## src/core/spc_pkg.sv

```systemverilog
// shared constants, field layouts and types of the serial port controller
package spc_pkg;

  // special-function-register addresses
  localparam logic [7:0] SPC_ADDR_TX_BUFFER  = 8'h9A;
  localparam logic [7:0] SPC_ADDR_RX_BUFFER  = 8'h9B;
  localparam logic [7:0] SPC_ADDR_CONFIG_ONE = 8'hE8;
  localparam logic [7:0] SPC_ADDR_CONFIG_TWO = 8'hE9;
  localparam logic [7:0] SPC_ADDR_IRQ_STATUS = 8'hEA;

  // reset values
  localparam logic [7:0] SPC_RST_TX_BUFFER  = 8'h00;
  localparam logic [7:0] SPC_RST_RX_BUFFER  = 8'h00;
  localparam logic [7:0] SPC_RST_CONFIG_ONE = 8'h10;
  localparam logic [7:0] SPC_RST_CONFIG_TWO = 8'h00;

  // writable bits of each configuration register, the rest read as zero
  localparam logic [7:0] SPC_MASK_CONFIG_ONE = 8'h3F;
  localparam logic [7:0] SPC_MASK_CONFIG_TWO = 8'hFC;

  // status register bit positions
  localparam int SPC_STAT_RX_FULL  = 0;
  localparam int SPC_STAT_TX_EMPTY = 1;
  localparam int SPC_STAT_BUSY     = 2;
  localparam int SPC_STAT_RX_OVF   = 3;
  localparam int SPC_STAT_IRQ      = 4;

  // serial framing
  localparam int         SPC_BYTE_BITS  = 8;
  localparam logic [3:0] SPC_LAST_EDGE  = 4'hF;
  localparam logic [2:0] SPC_LAST_BIT   = 3'h7;
  localparam logic [7:0] SPC_IDLE_FILL  = 8'hFF;

  // half serial clock period in core cycles for rate codes 00..11 (divide 8..64)
  localparam logic [5:0] SPC_HALF_DIV8  = 6'h04;
  localparam logic [5:0] SPC_HALF_DIV16 = 6'h08;
  localparam logic [5:0] SPC_HALF_DIV32 = 6'h10;
  localparam logic [5:0] SPC_HALF_DIV64 = 6'h20;

  // serial_config_one fields
  typedef struct packed {
    logic [1:0] reserved;
    logic       irq_source_mode;
    logic       auto_select;
    logic       select_in_en;
    logic       rx_overflow_write_en;
    logic [1:0] clock_rate_sel;
  } spc_cfg_one_t;

  // serial_config_two fields
  typedef struct packed {
    logic       continuous_transfer_en;
    logic       port_enable;
    logic       open_drain_en;
    logic       master_select;
    logic       clock_polarity;
    logic       clock_phase;
    logic [1:0] reserved;
  } spc_cfg_two_t;

  // master sequencer states
  typedef enum logic [1:0] {
    SPC_M_IDLE,
    SPC_M_SHIFT,
    SPC_M_GAP
  } spc_mstate_t;

endpackage : spc_pkg

```

## src/core/spc_port.sv

```systemverilog
// serial peripheral port: register file, master sequencer, slave engine, byte buffers
`timescale 1ns/1ps
`default_nettype none

////////////////////////////////////////////////////////////////////////////////
// Notes on behaviour
// - each transfer shifts eight bits out and eight in at the same time
// - received byte is held while the next one shifts in
// - next transmit byte can be written while the current one shifts out
// - port runs as clock-driving master or as responding slave
// - port is idle unless the shared pins are given to it
// - writing tx_buffer queues the byte; the queued byte is what is sent
// - reading rx_buffer takes the held byte; new bytes fill the holder
// - irq_source_mode 0 flags a full receiver, 1 an empty transmitter
// - master with automatic select clear holds select low
// - master with automatic select, single byte: select low for the byte
// - master with automatic select, continuous: select low for the whole run
// - slave with select input enabled only answers while select is low
// - overflow write disabled: byte arriving on unread data is dropped
// - overflow write enabled: arriving byte overwrites unread data
// - master clock is core clock over 8, 16, 32 or 64
// - master_select 0 is slave, 1 is master
// - clock_polarity sets the idle level and first edge direction
// - clock_phase picks which edge changes data and which samples
// - continuous mode keeps going while transmit data remains
module spc_port (
  input  wire logic             ref_clk_i,
  input  wire logic             arst_n_i,
  input  wire logic [7:0]       sfr_addr_i,
  input  wire logic             sfr_wr_i,
  input  wire logic             sfr_rd_i,
  input  wire logic [7:0]       sfr_wdata_i,
  output var  logic [7:0]       sfr_rdata_o,
  input  wire logic             peripheral_select_i,
  output var  logic             spi_irq_o,
  input  wire logic             sclk_i,
  output var  logic             sclk_o,
  output var  logic             sclk_oe_o,
  input  wire logic             mosi_i,
  output var  logic             mosi_o,
  output var  logic             mosi_oe_o,
  input  wire logic             miso_i,
  output var  logic             miso_o,
  output var  logic             miso_oe_o,
  input  wire logic             ss_n_i,
  output var  logic             ss_n_o,
  output var  logic             ss_n_oe_o
);
  import spc_pkg::*;

  spc_cfg_one_t cfg_one_r;
  spc_cfg_two_t cfg_two_r;
  logic [7:0]   tx_hold_r;
  logic         tx_valid_r;
  logic [7:0]   rx_data_r;
  logic         rx_full_r;
  logic         rx_ovf_r;
  logic [7:0]   tx_sh_r;
  logic [7:0]   rx_sh_r;
  logic [2:0]   bit_cnt_r;
  logic         byte_done_r;
  logic         out_bit_r;
  logic [5:0]   div_cnt_r;
  logic [3:0]   edge_cnt_r;
  spc_mstate_t  mstate_r;
  logic         sclk_q_r;
  logic         slv_sel_q_r;
  logic         ss_drive_r;

  logic         wr_tx;
  logic         rd_rx;
  logic         wr_cfg_one;
  logic         wr_cfg_two;
  logic         wr_stat;
  logic         spi_on;
  logic         is_master;
  logic         is_slave;
  logic         slv_sel;
  logic         slv_start;
  logic         slv_edge;
  logic         slv_first;
  logic [5:0]   half_div;
  logic         tick;
  logic         m_start;
  logic         m_next;
  logic         m_edge;
  logic         m_first;
  logic         smp_ev;
  logic         chg_ev;
  logic         load_ev;
  logic         preload;
  logic         din;
  logic [7:0]   load_byte;
  logic [7:0]   status;

  ////////////////////////////////////////////////////////////////////////////
  // register decode
  assign wr_tx      = sfr_wr_i && (sfr_addr_i == SPC_ADDR_TX_BUFFER);
  assign rd_rx      = sfr_rd_i && (sfr_addr_i == SPC_ADDR_RX_BUFFER);
  assign wr_cfg_one = sfr_wr_i && (sfr_addr_i == SPC_ADDR_CONFIG_ONE);
  assign wr_cfg_two = sfr_wr_i && (sfr_addr_i == SPC_ADDR_CONFIG_TWO);
  assign wr_stat    = sfr_wr_i && (sfr_addr_i == SPC_ADDR_IRQ_STATUS);

  // the pins belong to the port only when the shared-pin select gives them to it
  assign spi_on    = cfg_two_r.port_enable && !peripheral_select_i;
  assign is_master = spi_on && cfg_two_r.master_select;
  assign is_slave  = spi_on && !cfg_two_r.master_select;

  // slave is addressed by a low select pin only when the select input is enabled
  assign slv_sel   = is_slave && (!cfg_one_r.select_in_en || !ss_n_i);
  assign slv_start = slv_sel && !slv_sel_q_r;
  assign slv_edge  = slv_sel && slv_sel_q_r && (sclk_i != sclk_q_r);
  // leaving the idle level is the first edge of a bit
  assign slv_first = (sclk_q_r == cfg_two_r.clock_polarity);

  ////////////////////////////////////////////////////////////////////////////
  // master clock divider, one enable pulse each half serial period
  always_comb
  begin
    unique case (cfg_one_r.clock_rate_sel)
      2'b00: half_div = SPC_HALF_DIV8;
      2'b01: half_div = SPC_HALF_DIV16;
      2'b10: half_div = SPC_HALF_DIV32;
      2'b11: half_div = SPC_HALF_DIV64;
    endcase
  end

  assign tick = (div_cnt_r == half_div - 6'h01);

  // divider restarts while idle so the first edge trails select by a half period
  always_ff @(posedge ref_clk_i or negedge arst_n_i)
  begin
    if (!arst_n_i)
      div_cnt_r <= 6'h00;
    else if (!is_master || (mstate_r == SPC_M_IDLE && !tx_valid_r) || tick)
      div_cnt_r <= 6'h00;
    else
      div_cnt_r <= div_cnt_r + 6'h01;
  end

  ////////////////////////////////////////////////////////////////////////////
  // master sequencer
  assign m_start = is_master && (mstate_r == SPC_M_IDLE) && tx_valid_r && tick;
  assign m_next  = is_master && (mstate_r == SPC_M_GAP) && tick
                   && cfg_two_r.continuous_transfer_en && tx_valid_r;
  assign m_edge  = is_master && (mstate_r == SPC_M_SHIFT) && tick;
  assign m_first = !edge_cnt_r[0];

  always_ff @(posedge ref_clk_i or negedge arst_n_i)
  begin
    if (!arst_n_i)
    begin
      mstate_r   <= SPC_M_IDLE;
      edge_cnt_r <= 4'h0;
    end
    else if (!is_master)
    begin
      mstate_r   <= SPC_M_IDLE;
      edge_cnt_r <= 4'h0;
    end
    else
    begin
      unique case (mstate_r)
        SPC_M_IDLE:
        begin
          if (m_start)
            mstate_r <= SPC_M_SHIFT;
          edge_cnt_r <= 4'h0;
        end
        SPC_M_SHIFT:
        begin
          // sixteen clock edges carry one byte
          if (tick)
          begin
            edge_cnt_r <= edge_cnt_r + 4'h1;
            if (edge_cnt_r == SPC_LAST_EDGE)
              mstate_r <= SPC_M_GAP;
          end
        end
        SPC_M_GAP:
        begin
          edge_cnt_r <= 4'h0;
          if (m_next)
            mstate_r <= SPC_M_SHIFT;
          else if (tick)
            mstate_r <= SPC_M_IDLE;
        end
      endcase
    end
  end

  // serial clock out, parked at the idle level between bytes
  always_ff @(posedge ref_clk_i or negedge arst_n_i)
  begin
    if (!arst_n_i)
      sclk_o <= 1'b0;
    else if (m_edge)
      sclk_o <= !sclk_o;
    else if (mstate_r != SPC_M_SHIFT)
      sclk_o <= cfg_two_r.clock_polarity;
  end

  // select drive: manual low, or low around one byte or a whole continuous run
  always_ff @(posedge ref_clk_i or negedge arst_n_i)
  begin
    if (!arst_n_i)
      ss_drive_r <= 1'b0;
    else if (!is_master)
      ss_drive_r <= 1'b0;
    else if (!cfg_one_r.auto_select)
      ss_drive_r <= 1'b1;
    else if (m_start)
      ss_drive_r <= 1'b1;
    else if (mstate_r == SPC_M_GAP && tick && !m_next)
      ss_drive_r <= 1'b0;
  end

  ////////////////////////////////////////////////////////////////////////////
  // shared shift engine, events from the master sequencer or the slave pins
  always_comb
  begin
    if (is_master)
    begin
      smp_ev  = m_edge && (m_first != cfg_two_r.clock_phase);
      chg_ev  = m_edge && (m_first == cfg_two_r.clock_phase);
      load_ev = m_start || m_next;
      preload = !cfg_two_r.clock_phase;
      din     = miso_i;
    end
    else
    begin
      smp_ev  = slv_edge && (slv_first != cfg_two_r.clock_phase);
      chg_ev  = slv_edge && (slv_first == cfg_two_r.clock_phase);
      load_ev = slv_start || byte_done_r;
      // the phase-0 slave must show its first bit before any edge
      preload = slv_start && !cfg_two_r.clock_phase;
      din     = mosi_i;
    end
  end

  // an empty holder sends ones rather than stale data
  assign load_byte = tx_valid_r ? tx_hold_r : SPC_IDLE_FILL;

  // transmit shifter and output bit, msb leaves first
  always_ff @(posedge ref_clk_i or negedge arst_n_i)
  begin
    if (!arst_n_i)
    begin
      tx_sh_r   <= 8'h00;
      out_bit_r <= 1'b0;
    end
    else if (load_ev && preload)
    begin
      out_bit_r <= load_byte[SPC_BYTE_BITS-1];
      tx_sh_r   <= {load_byte[SPC_BYTE_BITS-2:0], 1'b0};
    end
    else if (load_ev)
      tx_sh_r <= load_byte;
    else if (chg_ev)
    begin
      out_bit_r <= tx_sh_r[SPC_BYTE_BITS-1];
      tx_sh_r   <= {tx_sh_r[SPC_BYTE_BITS-2:0], 1'b0};
    end
  end

  // receive shifter, bits enter at the bottom so the first one ends as msb
  always_ff @(posedge ref_clk_i or negedge arst_n_i)
  begin
    if (!arst_n_i)
    begin
      rx_sh_r     <= 8'h00;
      bit_cnt_r   <= 3'h0;
      byte_done_r <= 1'b0;
    end
    else
    begin
      byte_done_r <= smp_ev && (bit_cnt_r == SPC_LAST_BIT);
      if (!is_master && !slv_sel)
        bit_cnt_r <= 3'h0;
      else if (smp_ev)
      begin
        rx_sh_r   <= {rx_sh_r[SPC_BYTE_BITS-2:0], din};
        bit_cnt_r <= bit_cnt_r + 3'h1;
      end
    end
  end

  // slave-side edge history
  always_ff @(posedge ref_clk_i or negedge arst_n_i)
  begin
    if (!arst_n_i)
    begin
      sclk_q_r    <= 1'b0;
      slv_sel_q_r <= 1'b0;
    end
    else
    begin
      sclk_q_r    <= sclk_i;
      slv_sel_q_r <= slv_sel;
    end
  end

  ////////////////////////////////////////////////////////////////////////////
  // transmit holder: a write in the cycle of a load keeps the new byte queued
  always_ff @(posedge ref_clk_i or negedge arst_n_i)
  begin
    if (!arst_n_i)
    begin
      tx_hold_r  <= SPC_RST_TX_BUFFER;
      tx_valid_r <= 1'b0;
    end
    else if (wr_tx)
    begin
      tx_hold_r  <= sfr_wdata_i;
      tx_valid_r <= 1'b1;
    end
    else if (load_ev)
      tx_valid_r <= 1'b0;
  end

  // receive holder: arriving byte beats the read that clears the full flag
  always_ff @(posedge ref_clk_i or negedge arst_n_i)
  begin
    if (!arst_n_i)
    begin
      rx_data_r <= SPC_RST_RX_BUFFER;
      rx_full_r <= 1'b0;
      rx_ovf_r  <= 1'b0;
    end
    else
    begin
      if (byte_done_r && (!rx_full_r || rd_rx || cfg_one_r.rx_overflow_write_en))
      begin
        rx_data_r <= rx_sh_r;
        rx_full_r <= 1'b1;
      end
      else if (rd_rx)
        rx_full_r <= 1'b0;
      // an unread byte hit by a new one is flagged whether dropped or replaced
      if (byte_done_r && rx_full_r && !rd_rx)
        rx_ovf_r <= 1'b1;
      else if (wr_stat && sfr_wdata_i[SPC_STAT_RX_OVF])
        rx_ovf_r <= 1'b0;
    end
  end

  ////////////////////////////////////////////////////////////////////////////
  // configuration registers
  always_ff @(posedge ref_clk_i or negedge arst_n_i)
  begin
    if (!arst_n_i)
    begin
      cfg_one_r <= spc_cfg_one_t'(SPC_RST_CONFIG_ONE);
      cfg_two_r <= spc_cfg_two_t'(SPC_RST_CONFIG_TWO);
    end
    else
    begin
      if (wr_cfg_one)
        cfg_one_r <= spc_cfg_one_t'(sfr_wdata_i & SPC_MASK_CONFIG_ONE);
      if (wr_cfg_two)
        cfg_two_r <= spc_cfg_two_t'(sfr_wdata_i & SPC_MASK_CONFIG_TWO);
    end
  end

  // status view of the engine
  always_comb
  begin
    status                    = 8'h00;
    status[SPC_STAT_RX_FULL]  = rx_full_r;
    status[SPC_STAT_TX_EMPTY] = !tx_valid_r;
    status[SPC_STAT_BUSY]     = (mstate_r != SPC_M_IDLE) || slv_sel;
    status[SPC_STAT_RX_OVF]   = rx_ovf_r;
    status[SPC_STAT_IRQ]      = spi_irq_o;
  end

  // read data is registered, valid the cycle after the read strobe
  always_ff @(posedge ref_clk_i or negedge arst_n_i)
  begin
    if (!arst_n_i)
      sfr_rdata_o <= 8'h00;
    else if (sfr_rd_i)
    begin
      unique case (sfr_addr_i)
        SPC_ADDR_RX_BUFFER:  sfr_rdata_o <= rx_data_r;
        SPC_ADDR_CONFIG_ONE: sfr_rdata_o <= cfg_one_r;
        SPC_ADDR_CONFIG_TWO: sfr_rdata_o <= cfg_two_r;
        SPC_ADDR_IRQ_STATUS: sfr_rdata_o <= status;
        default:             sfr_rdata_o <= 8'h00;
      endcase
    end
  end

  ////////////////////////////////////////////////////////////////////////////
  // interrupt level follows the chosen buffer condition
  always_ff @(posedge ref_clk_i or negedge arst_n_i)
  begin
    if (!arst_n_i)
      spi_irq_o <= 1'b0;
    else
      spi_irq_o <= spi_on && (cfg_one_r.irq_source_mode ? !tx_valid_r : rx_full_r);
  end

  ////////////////////////////////////////////////////////////////////////////
  // pin drivers registered, select data tied low; one data flop feeds whichever line we own
  assign mosi_o = out_bit_r;
  assign miso_o = out_bit_r;
  assign ss_n_o = 1'b0;

  always_ff @(posedge ref_clk_i or negedge arst_n_i)
  begin
    if (!arst_n_i)
    begin
      sclk_oe_o <= 1'b0;
      mosi_oe_o <= 1'b0;
      miso_oe_o <= 1'b0;
      ss_n_oe_o <= 1'b0;
    end
    else
    begin
      sclk_oe_o <= is_master;
      mosi_oe_o <= is_master;
      miso_oe_o <= slv_sel;
      // select low is driven, otherwise released to the pull-up
      ss_n_oe_o <= is_master && (ss_drive_r || !cfg_one_r.auto_select);
    end
  end

endmodule : spc_port

`default_nettype wire

```

## config.mk

```make
export PLATFORM = sky130hd
export DESIGN_NAME = spc_port
export DESIGN_NICKNAME = d
export VERILOG_FILES = /design/src/core/spc_pkg.sv /design/src/core/spc_port.sv
export SDC_FILE = /design/constraint.sdc
export NUM_CORES = 1
export LEC_CHECK = 0
export CAP_MARGIN = 20
export CORE_AREA = 2 2 91 93
export DETAILED_ROUTE_END_ITERATION = 8
export DIE_AREA = 0 0 93 95
export DONT_BUFFER_PORTS = 1
export GPL_TIMING_DRIVEN = 1
export MAX_ROUTING_LAYER = met4
export PLACE_DENSITY = 0.76
export SYNTH_ARGS = -nofsm -noshare
export SYNTH_HDL_FRONTEND = slang
export SYNTH_SLANG_ARGS = --single-unit
```

## constraint.sdc

```tcl
create_clock -name ref_clk_i -period 4.27 [get_ports ref_clk_i]
set_input_delay 1.281 -clock ref_clk_i [delete_from_list [all_inputs] [get_ports ref_clk_i]]
set_output_delay 1.281 -clock ref_clk_i [all_outputs]
set_load 0.01 [all_outputs]
```

Yosys cells after proc, flatten, opt, wreduce, memory -nomap -nowiden

Index checks and enable logic that the tools add are counted.
W data, S select, Z words.

Bits in registers: 79
Input port bits: 25
Output and inout bits: 17
Word-level logic and storage cells: 179

$add $sub $neg: 4
Equality and inequality tests: 26
Mux-type cells: 40
Bitwise operators: 1
Reductions and logical operators: 76

Operators with widths:

| cell                  | number |
|---|---|
| $eq A8 B8 Y1 const B  | 5 |
| $logic_and A1 B1 Y1   | 38 |
| $mux W8               | 4 |
| $pmux W8 S4           | 1 |
| $pmux W6 S4           | 1 |
| $mux W1               | 21 |
| $logic_not A1 Y1      | 15 |
| $reduce_bool A2 Y1    | 7 |
| $mux W2               | 6 |
| $logic_or A1 B1 Y1    | 9 |
| $mux W4               | 2 |
| $pmux W4 S2           | 1 |
| $add A6 B1 Y6 const B | 1 |
| $eq A2 B2 Y1 const B  | 3 |
| $eq A6 B6 Y1          | 1 |
| $mux W3               | 2 |
| $mux W6               | 1 |
| $ne A3 B3 Y1 const B  | 2 |
| $pmux W2 S3           | 1 |
| $sub A6 B1 Y6 const B | 1 |
| $add A4 B1 Y4 const B | 1 |
| $eq A2 B1 Y1 const B  | 2 |
| $eq A4 B4 Y1 const B  | 1 |
| $logic_not A2 Y1      | 2 |
| 13 further kinds      | 19 |

Depth between registers and ports, before layout

Depth after elaboration: 13
Depth in mapped cells: 8
Gate-level depth less buffers: 7

Worst setup path before layout

Ideal clock, no wire load.

Kind: input port to flip-flop
From: input sfr_addr_i[3]
To: register cfg_two_r[2] in the netlist's numbering
Library setup time: 125 ps
Arrival: 2660 ps
Slack: 1485 ps
Stages on the path: 6
Buffers on the path: 1
Path through: nor2b_1 > nand2_1 > nor3_1 > and2_1 > buf_2 > mux2_2

Cells in the longest elaborated chain, start to end: 2

Ends and longest elaborated chain:

| what                 | line            | text |
|---|---|---|
| from (decl)          | spc_port.sv:29  | `input wire logic [7:0] sfr_addr_i,` |
| $eq A8 B8 Y1         | spc_port.sv:101 | `assign wr_cfg_two = sfr_wr_i && (sfr_addr_i == SPC_ADDR_CONFIG_TWO);` |
| $logic_and A1 B1 Y1  | spc_port.sv:101 |  |
| to (signal assigned) | spc_port.sv:354 | `cfg_two_r <= spc_cfg_two_t'(SPC_RST_CONFIG_TWO);` |
| to (signal assigned) | spc_port.sv:361 | `cfg_two_r <= spc_cfg_two_t'(sfr_wdata_i & SPC_MASK_CONFIG_TWO);` |
| to (decl)            | spc_port.sv:52  | `spc_cfg_two_t cfg_two_r;` |

No other way between the ends.
A chain may end at the register's enable or synchronous reset.

Worst setup path after layout

From: input peripheral_select_i
To: register tx_sh_r[7]

Cells in the longest elaborated chain, start to end: 11
Elaborated cells between the ends (all ways): 29
Those cells by class: 5 x mux; 24 x reduce/logical

Ends and longest elaborated chain:

| what                                                  | line                             | text |
|---|---|---|
| from (decl)                                           | spc_port.sv:34                   | `input wire logic peripheral_select_i,` |
| $logic_not A1 Y1 (*)                                  | spc_port.sv:105                  | `assign spi_on = cfg_two_r.port_enable && !peripheral_select_i;` |
| $logic_and A1 B1 Y1 (*)                               | spc_port.sv:105                  |  |
| $logic_and A1 B1 Y1 (*)                               | spc_port.sv:106                  | `assign is_master = spi_on && cfg_two_r.master_select;` |
| net is_master                                         | spc_port.sv:76                   | `logic is_master;` |
| $logic_and A1 B1 Y1 (2 in series)                     | spc_port.sv:144                  | `assign m_next = is_master && (mstate_r == SPC_M_GAP) && tick` |
| $logic_and A1 B1 Y1 (2 in series)                     | spc_port.sv:145                  | `&& cfg_two_r.continuous_transfer_en && tx_valid_r;` |
| $logic_or A1 B1 Y1                                    | spc_port.sv:226                  | `load_ev = m_start \|\| m_next;` |
| $mux W1                                               | spc_port.sv:222                  | `if (is_master)` |
| $mux W8 / $logic_and A1 B1 Y1 (equally long branches) | spc_port.sv:257, spc_port.sv:252 |  |
| $mux W8 / $reduce_bool A3 Y1 (equally long branches)  | --                               |  |
| to (signal assigned)                                  | spc_port.sv:255                  | `tx_sh_r <= {load_byte[SPC_BYTE_BITS-2:0], 1'b0};` |
| to (signal assigned)                                  | spc_port.sv:258                  | `tx_sh_r <= load_byte;` |
| to (signal assigned)                                  | spc_port.sv:262                  | `tx_sh_r <= {tx_sh_r[SPC_BYTE_BITS-2:0], 1'b0};` |
| to (decl)                                             | spc_port.sv:58                   | `logic [7:0] tx_sh_r;` |

Mark *: on every way through the listed nets, which the timed path passes. The rest lies on a longest branch.

==> metrics.log <==
[metrics] layout overhead on the synthesized area: 6.48%
[metrics] slowest CP cell: sky130_fd_sc_hd__a41oi_2
[metrics] data arrival time of the worst path: 2.98 ns
[metrics] setup TNS: 0 ns
[metrics] Synth top area share: 0.511
[metrics] Detail Route met3 WL: 558 um
[metrics] IO Port Bufs: 0
[metrics] status: finished clean
[metrics] fmax: 367 MHz
[metrics] startpoint types: input pin
[metrics] total detailed-routing wirelength: 7630 um
[metrics] post-detailed-placement half-perimeter wirelength: 5550 um
[metrics] DR WL met2: 3670 um
[metrics] Fill cells: 725
[metrics] Clock power frac: 0.380
[metrics] total of flip-flops plus latches after synthesis: 79
[metrics] Worst Setup Slack post-DPL: 1.19 ns
[metrics] maximum number of buffers from clock root to sink: 2
[metrics] cells on worst reg2reg path: 6
[metrics] cells along the critical path: and2b_1 -> nand2_1 -> clkinv_1 -> a41oi_2 -> o21ai_0 -> a32o_1
[metrics] vias post-DR: 2487
[metrics] final number of max-transition violations: 0
[metrics] number of optimization iterations in the first detailed-route pass: 4
[metrics] height of the die: 95 um
[metrics] cell row count: 33
[metrics] number of gates resized after CTS: 0
[metrics] area leader, netlist: sky130_fd_sc_hd__dfrtp_1
[metrics] Reg clk slew, reported paths: 0.08 ns
[metrics] hold buffer count at cts: 0
[metrics] Crit. End Element: flop
[metrics] Peak supply drop: 0.242 mV
[metrics] number of distinct library cell variants in the gate-level netlist after synthesis: 55
[metrics] ratio of cells with drive above 1 in the final layout: 0.207
[metrics] part of the cycle the worst path needs: 0.639
[metrics] TritonCTS Buffers: 9
[metrics] global-route wire length before repair: 12800 um
[metrics] design internal power: 1.10 mW
[metrics] maximum number of pins on one net before global-route repair: 80
[metrics] most instantiated cells after synthesis: 78 x sky130_fd_sc_hd__dfrtp_1, 35 x sky130_fd_sc_hd__mux2_2, 27 x sky130_fd_sc_hd__nand2_1
[metrics] post-synthesis sequential area ratio: 0.518
[metrics] TritonCTS sink count: 79
[metrics] Core Region: 7930 um^2
[metrics] antenna violations before repair: 0
[metrics] Min Clock Period, post-route: 2.73 ns
[metrics] Max Clock Skew: 0.0124 ns
[metrics] per-cell routed wire length: 17.4 um
[metrics] count of routing violations after the opening detailed-route iteration: 126
[metrics] total leakage power: 1.91 nW
[metrics] post-synth net total: 359
[metrics] share of async-settable or async-resettable flops after synthesis: 1.00
[metrics] max-slew headroom at the worst pin: 0.558
[metrics] length of routed wiring on met1: 3280 um
[metrics] number of I/O pins: 42
[metrics] CP max stage delay: 0.60 ns
[metrics] clock tree from TritonCTS: done
[metrics] uppermost routed layer: met4
[metrics] average size of a mapped cell: 11.6 um^2
[metrics] count leader, synth: sky130_fd_sc_hd__dfrtp_1
[metrics] number of nets in the finished design: 358
[metrics] overall die width: 93 um
[metrics] highest net fanout along the worst path: 11
[metrics] total number of yosys warnings: 0
[metrics] Net Sw Power: 358 uW
[metrics] Post-synth EDFFs: 0
[metrics] register area: 1980 um^2
[metrics] final setup fails: 0
[metrics] overflow left after global routing: 0
[metrics] final weighted congestion in routability-driven placement: 0.835
[metrics] Post-route DRC: 0
[metrics] combinational share of power: 0.051
[metrics] relative contribution of sequential cells to total power: 0.570
[metrics] power per standard cell area: 359 nW/um^2
[metrics] number of hold violations in the final report: 0
[metrics] final worst-path setup slack: 1.54 ns
[metrics] Clk Tree Root Cell: sky130_fd_sc_hd__clkbuf_8
[metrics] Min-Delay Path Class: flop to flop
[metrics] unrepaired setup endpoints after global routing: false
[metrics] vias in the first global route: 2497
[metrics] largest cells by area after synthesis: sky130_fd_sc_hd__dfrtp_1 51%, sky130_fd_sc_hd__mux2_2 10%, sky130_fd_sc_hd__mux2i_1 3.9%
[metrics] final antenna-violating net count: 0
[metrics] max capacitance violation total: 0
[metrics] H-tree level count: 3
[metrics] area of the multi-input gates: 1710 um^2
[metrics] predominant post-synthesis flop cell: sky130_fd_sc_hd__dfrtp_1
[metrics] all-layer global routing usage: 0.194
[metrics] WP data required: 4.52 ns
[metrics] netlist area before placement: 3820 um^2
[metrics] cell depth of the worst min-delay path: 1
[metrics] clock latency reported for the late side of the worst-skew pair: 0.36 ns
[metrics] via/cell ratio: 5.67
[metrics] switching power share of the total: 0.245
[metrics] number of inserted diodes: 0
[metrics] kind of critical path: input pin to flop
[metrics] worst-margin pin slew: 0.663 ns
[metrics] setup repair bufs after CTS: 0
[metrics] DIE AREA: 8840 um^2
[metrics] starting utilization of the core area: 0.482
[metrics] Syn Inst Count: 330
## power groups by stage
stage	logic (mW)	clock network (mW)	registers [mW]
after floorplan	0.0758	0	0.831
after global placement	0.0698	0	0.846
after detailed placement	0.0760	0	0.848
after CTS	0.0751	0.569	0.834
after global routing	0.0834	0.599	0.841
final	0.0743	0.555	0.833
## cells in the final DEF, fill, tap and decap left out, drive strengths merged, types with 3 or more instances in the layout
master   count
dfrtp       78
a221oi       4
mux2        41
o21ai       25
ha           4
nand4b       3
nor2b        7
nand2b       4
xor2         5
a21oi        9
nand2       27
xnor2        3
nand3       10
a31oi        3
o2bb2ai      4
and2         5
a22o         4
mux2i       15
nor3         3
clkinv       4
clkbuf      10
inv         13
nor2        21
## stage by stage
stage / total power, mW / area [um^2] / instances / hold WS (ns) / util
3_5_place_dp: 0.924 / 3870 / 423 / 0.480 / 0.488
3_3_place_gp: 0.916 / 3870 / 423 / 0.452 / 0.488
5_1_grt: 1.52 / 4070 / 439 / 0.496 / 0.513
4_1_cts: 1.48 / 4070 / 439 / 0.491 / 0.513
2_1_floorplan: 0.906 / 3820 / 330 / 0.433 / -
6_report: 1.46 / 4070 / 439 / 0.483 / 0.513
## cell families after synthesis
| family | Yosys count | synth area share |
|---|---|---|
| flops | 79 | 0.518 |
| xor+xnor | 8 | 0.0223 |
| fa+ha+maj | 4 | 0.0131 |
| mux | 56 | 0.166 |
| buf+inv | 26 | 0.0357 |
| other cells | 1 | 0.000981 |
| compound gates | 64 | 0.118 |
| simple gates | 92 | 0.126 |
## cell type report
type | count | area share
clock buffer | 10 | 0.0314
clock inverter | 6 | 0.0169
inverter | 13 | 0.0120
multi-input combinational | 225 | 0.419
sequential | 79 | 0.486
tap | 105 | 0.0323
timing repair buffer | 1 | 0.00185
## layer usage
metal / up-vias / track usage
met5: - / -
met4: 0 / 0.0576
met3: 12 / 0.0543
met2: 72 / 0.308
met1: 1237 / 0.245
li1: 1166 / -
## critical path: cells and delay by family
kind                   cells  cell delay (ns)
AO/OA/AOI/OAI              3             1.01
buffers and inverters      1             0.29
AND/OR/NAND/NOR            2             0.40
## flip-flops by register name, indices dropped and copies added, names as in the netlist, 2 cells and up
| signal | count |
|---|---|
| sfr_rdata_o | 8 |
| cfg_one_r | 6 |
| cfg_two_r | 6 |
| mstate_r | 2 |
| tx_hold_r | 8 |
| rx_data_r | 8 |
| tx_sh_r | 8 |
| bit_cnt_r | 3 |
| edge_cnt_r | 4 |
| rx_sh_r | 8 |
| div_cnt_r | 6 |
## worst paths after layout
path	from	endpoint	slack, ns
setup / recovery	peripheral_select_i	tx_sh_r[7]$_DFFE_PN0P_	1.54
hold / removal	div_cnt_r[0]$_DFF_PN0_	div_cnt_r[0]$_DFF_PN0_	0.48
setup reg to reg	cfg_one_r[1]$_DFFE_PN0P_	tx_sh_r[7]$_DFFE_PN0P_	1.92
hold reg to reg	div_cnt_r[0]$_DFF_PN0_	div_cnt_r[0]$_DFF_PN0_	0.48
max in group asynchronous	arst_n_i	cfg_one_r[4]$_DFFE_PN1P_	3.48
min in group asynchronous	arst_n_i	mstate_r[0]$_DFFE_PN0P_	0.61
Note: power is estimated with default switching activity, not from simulation.
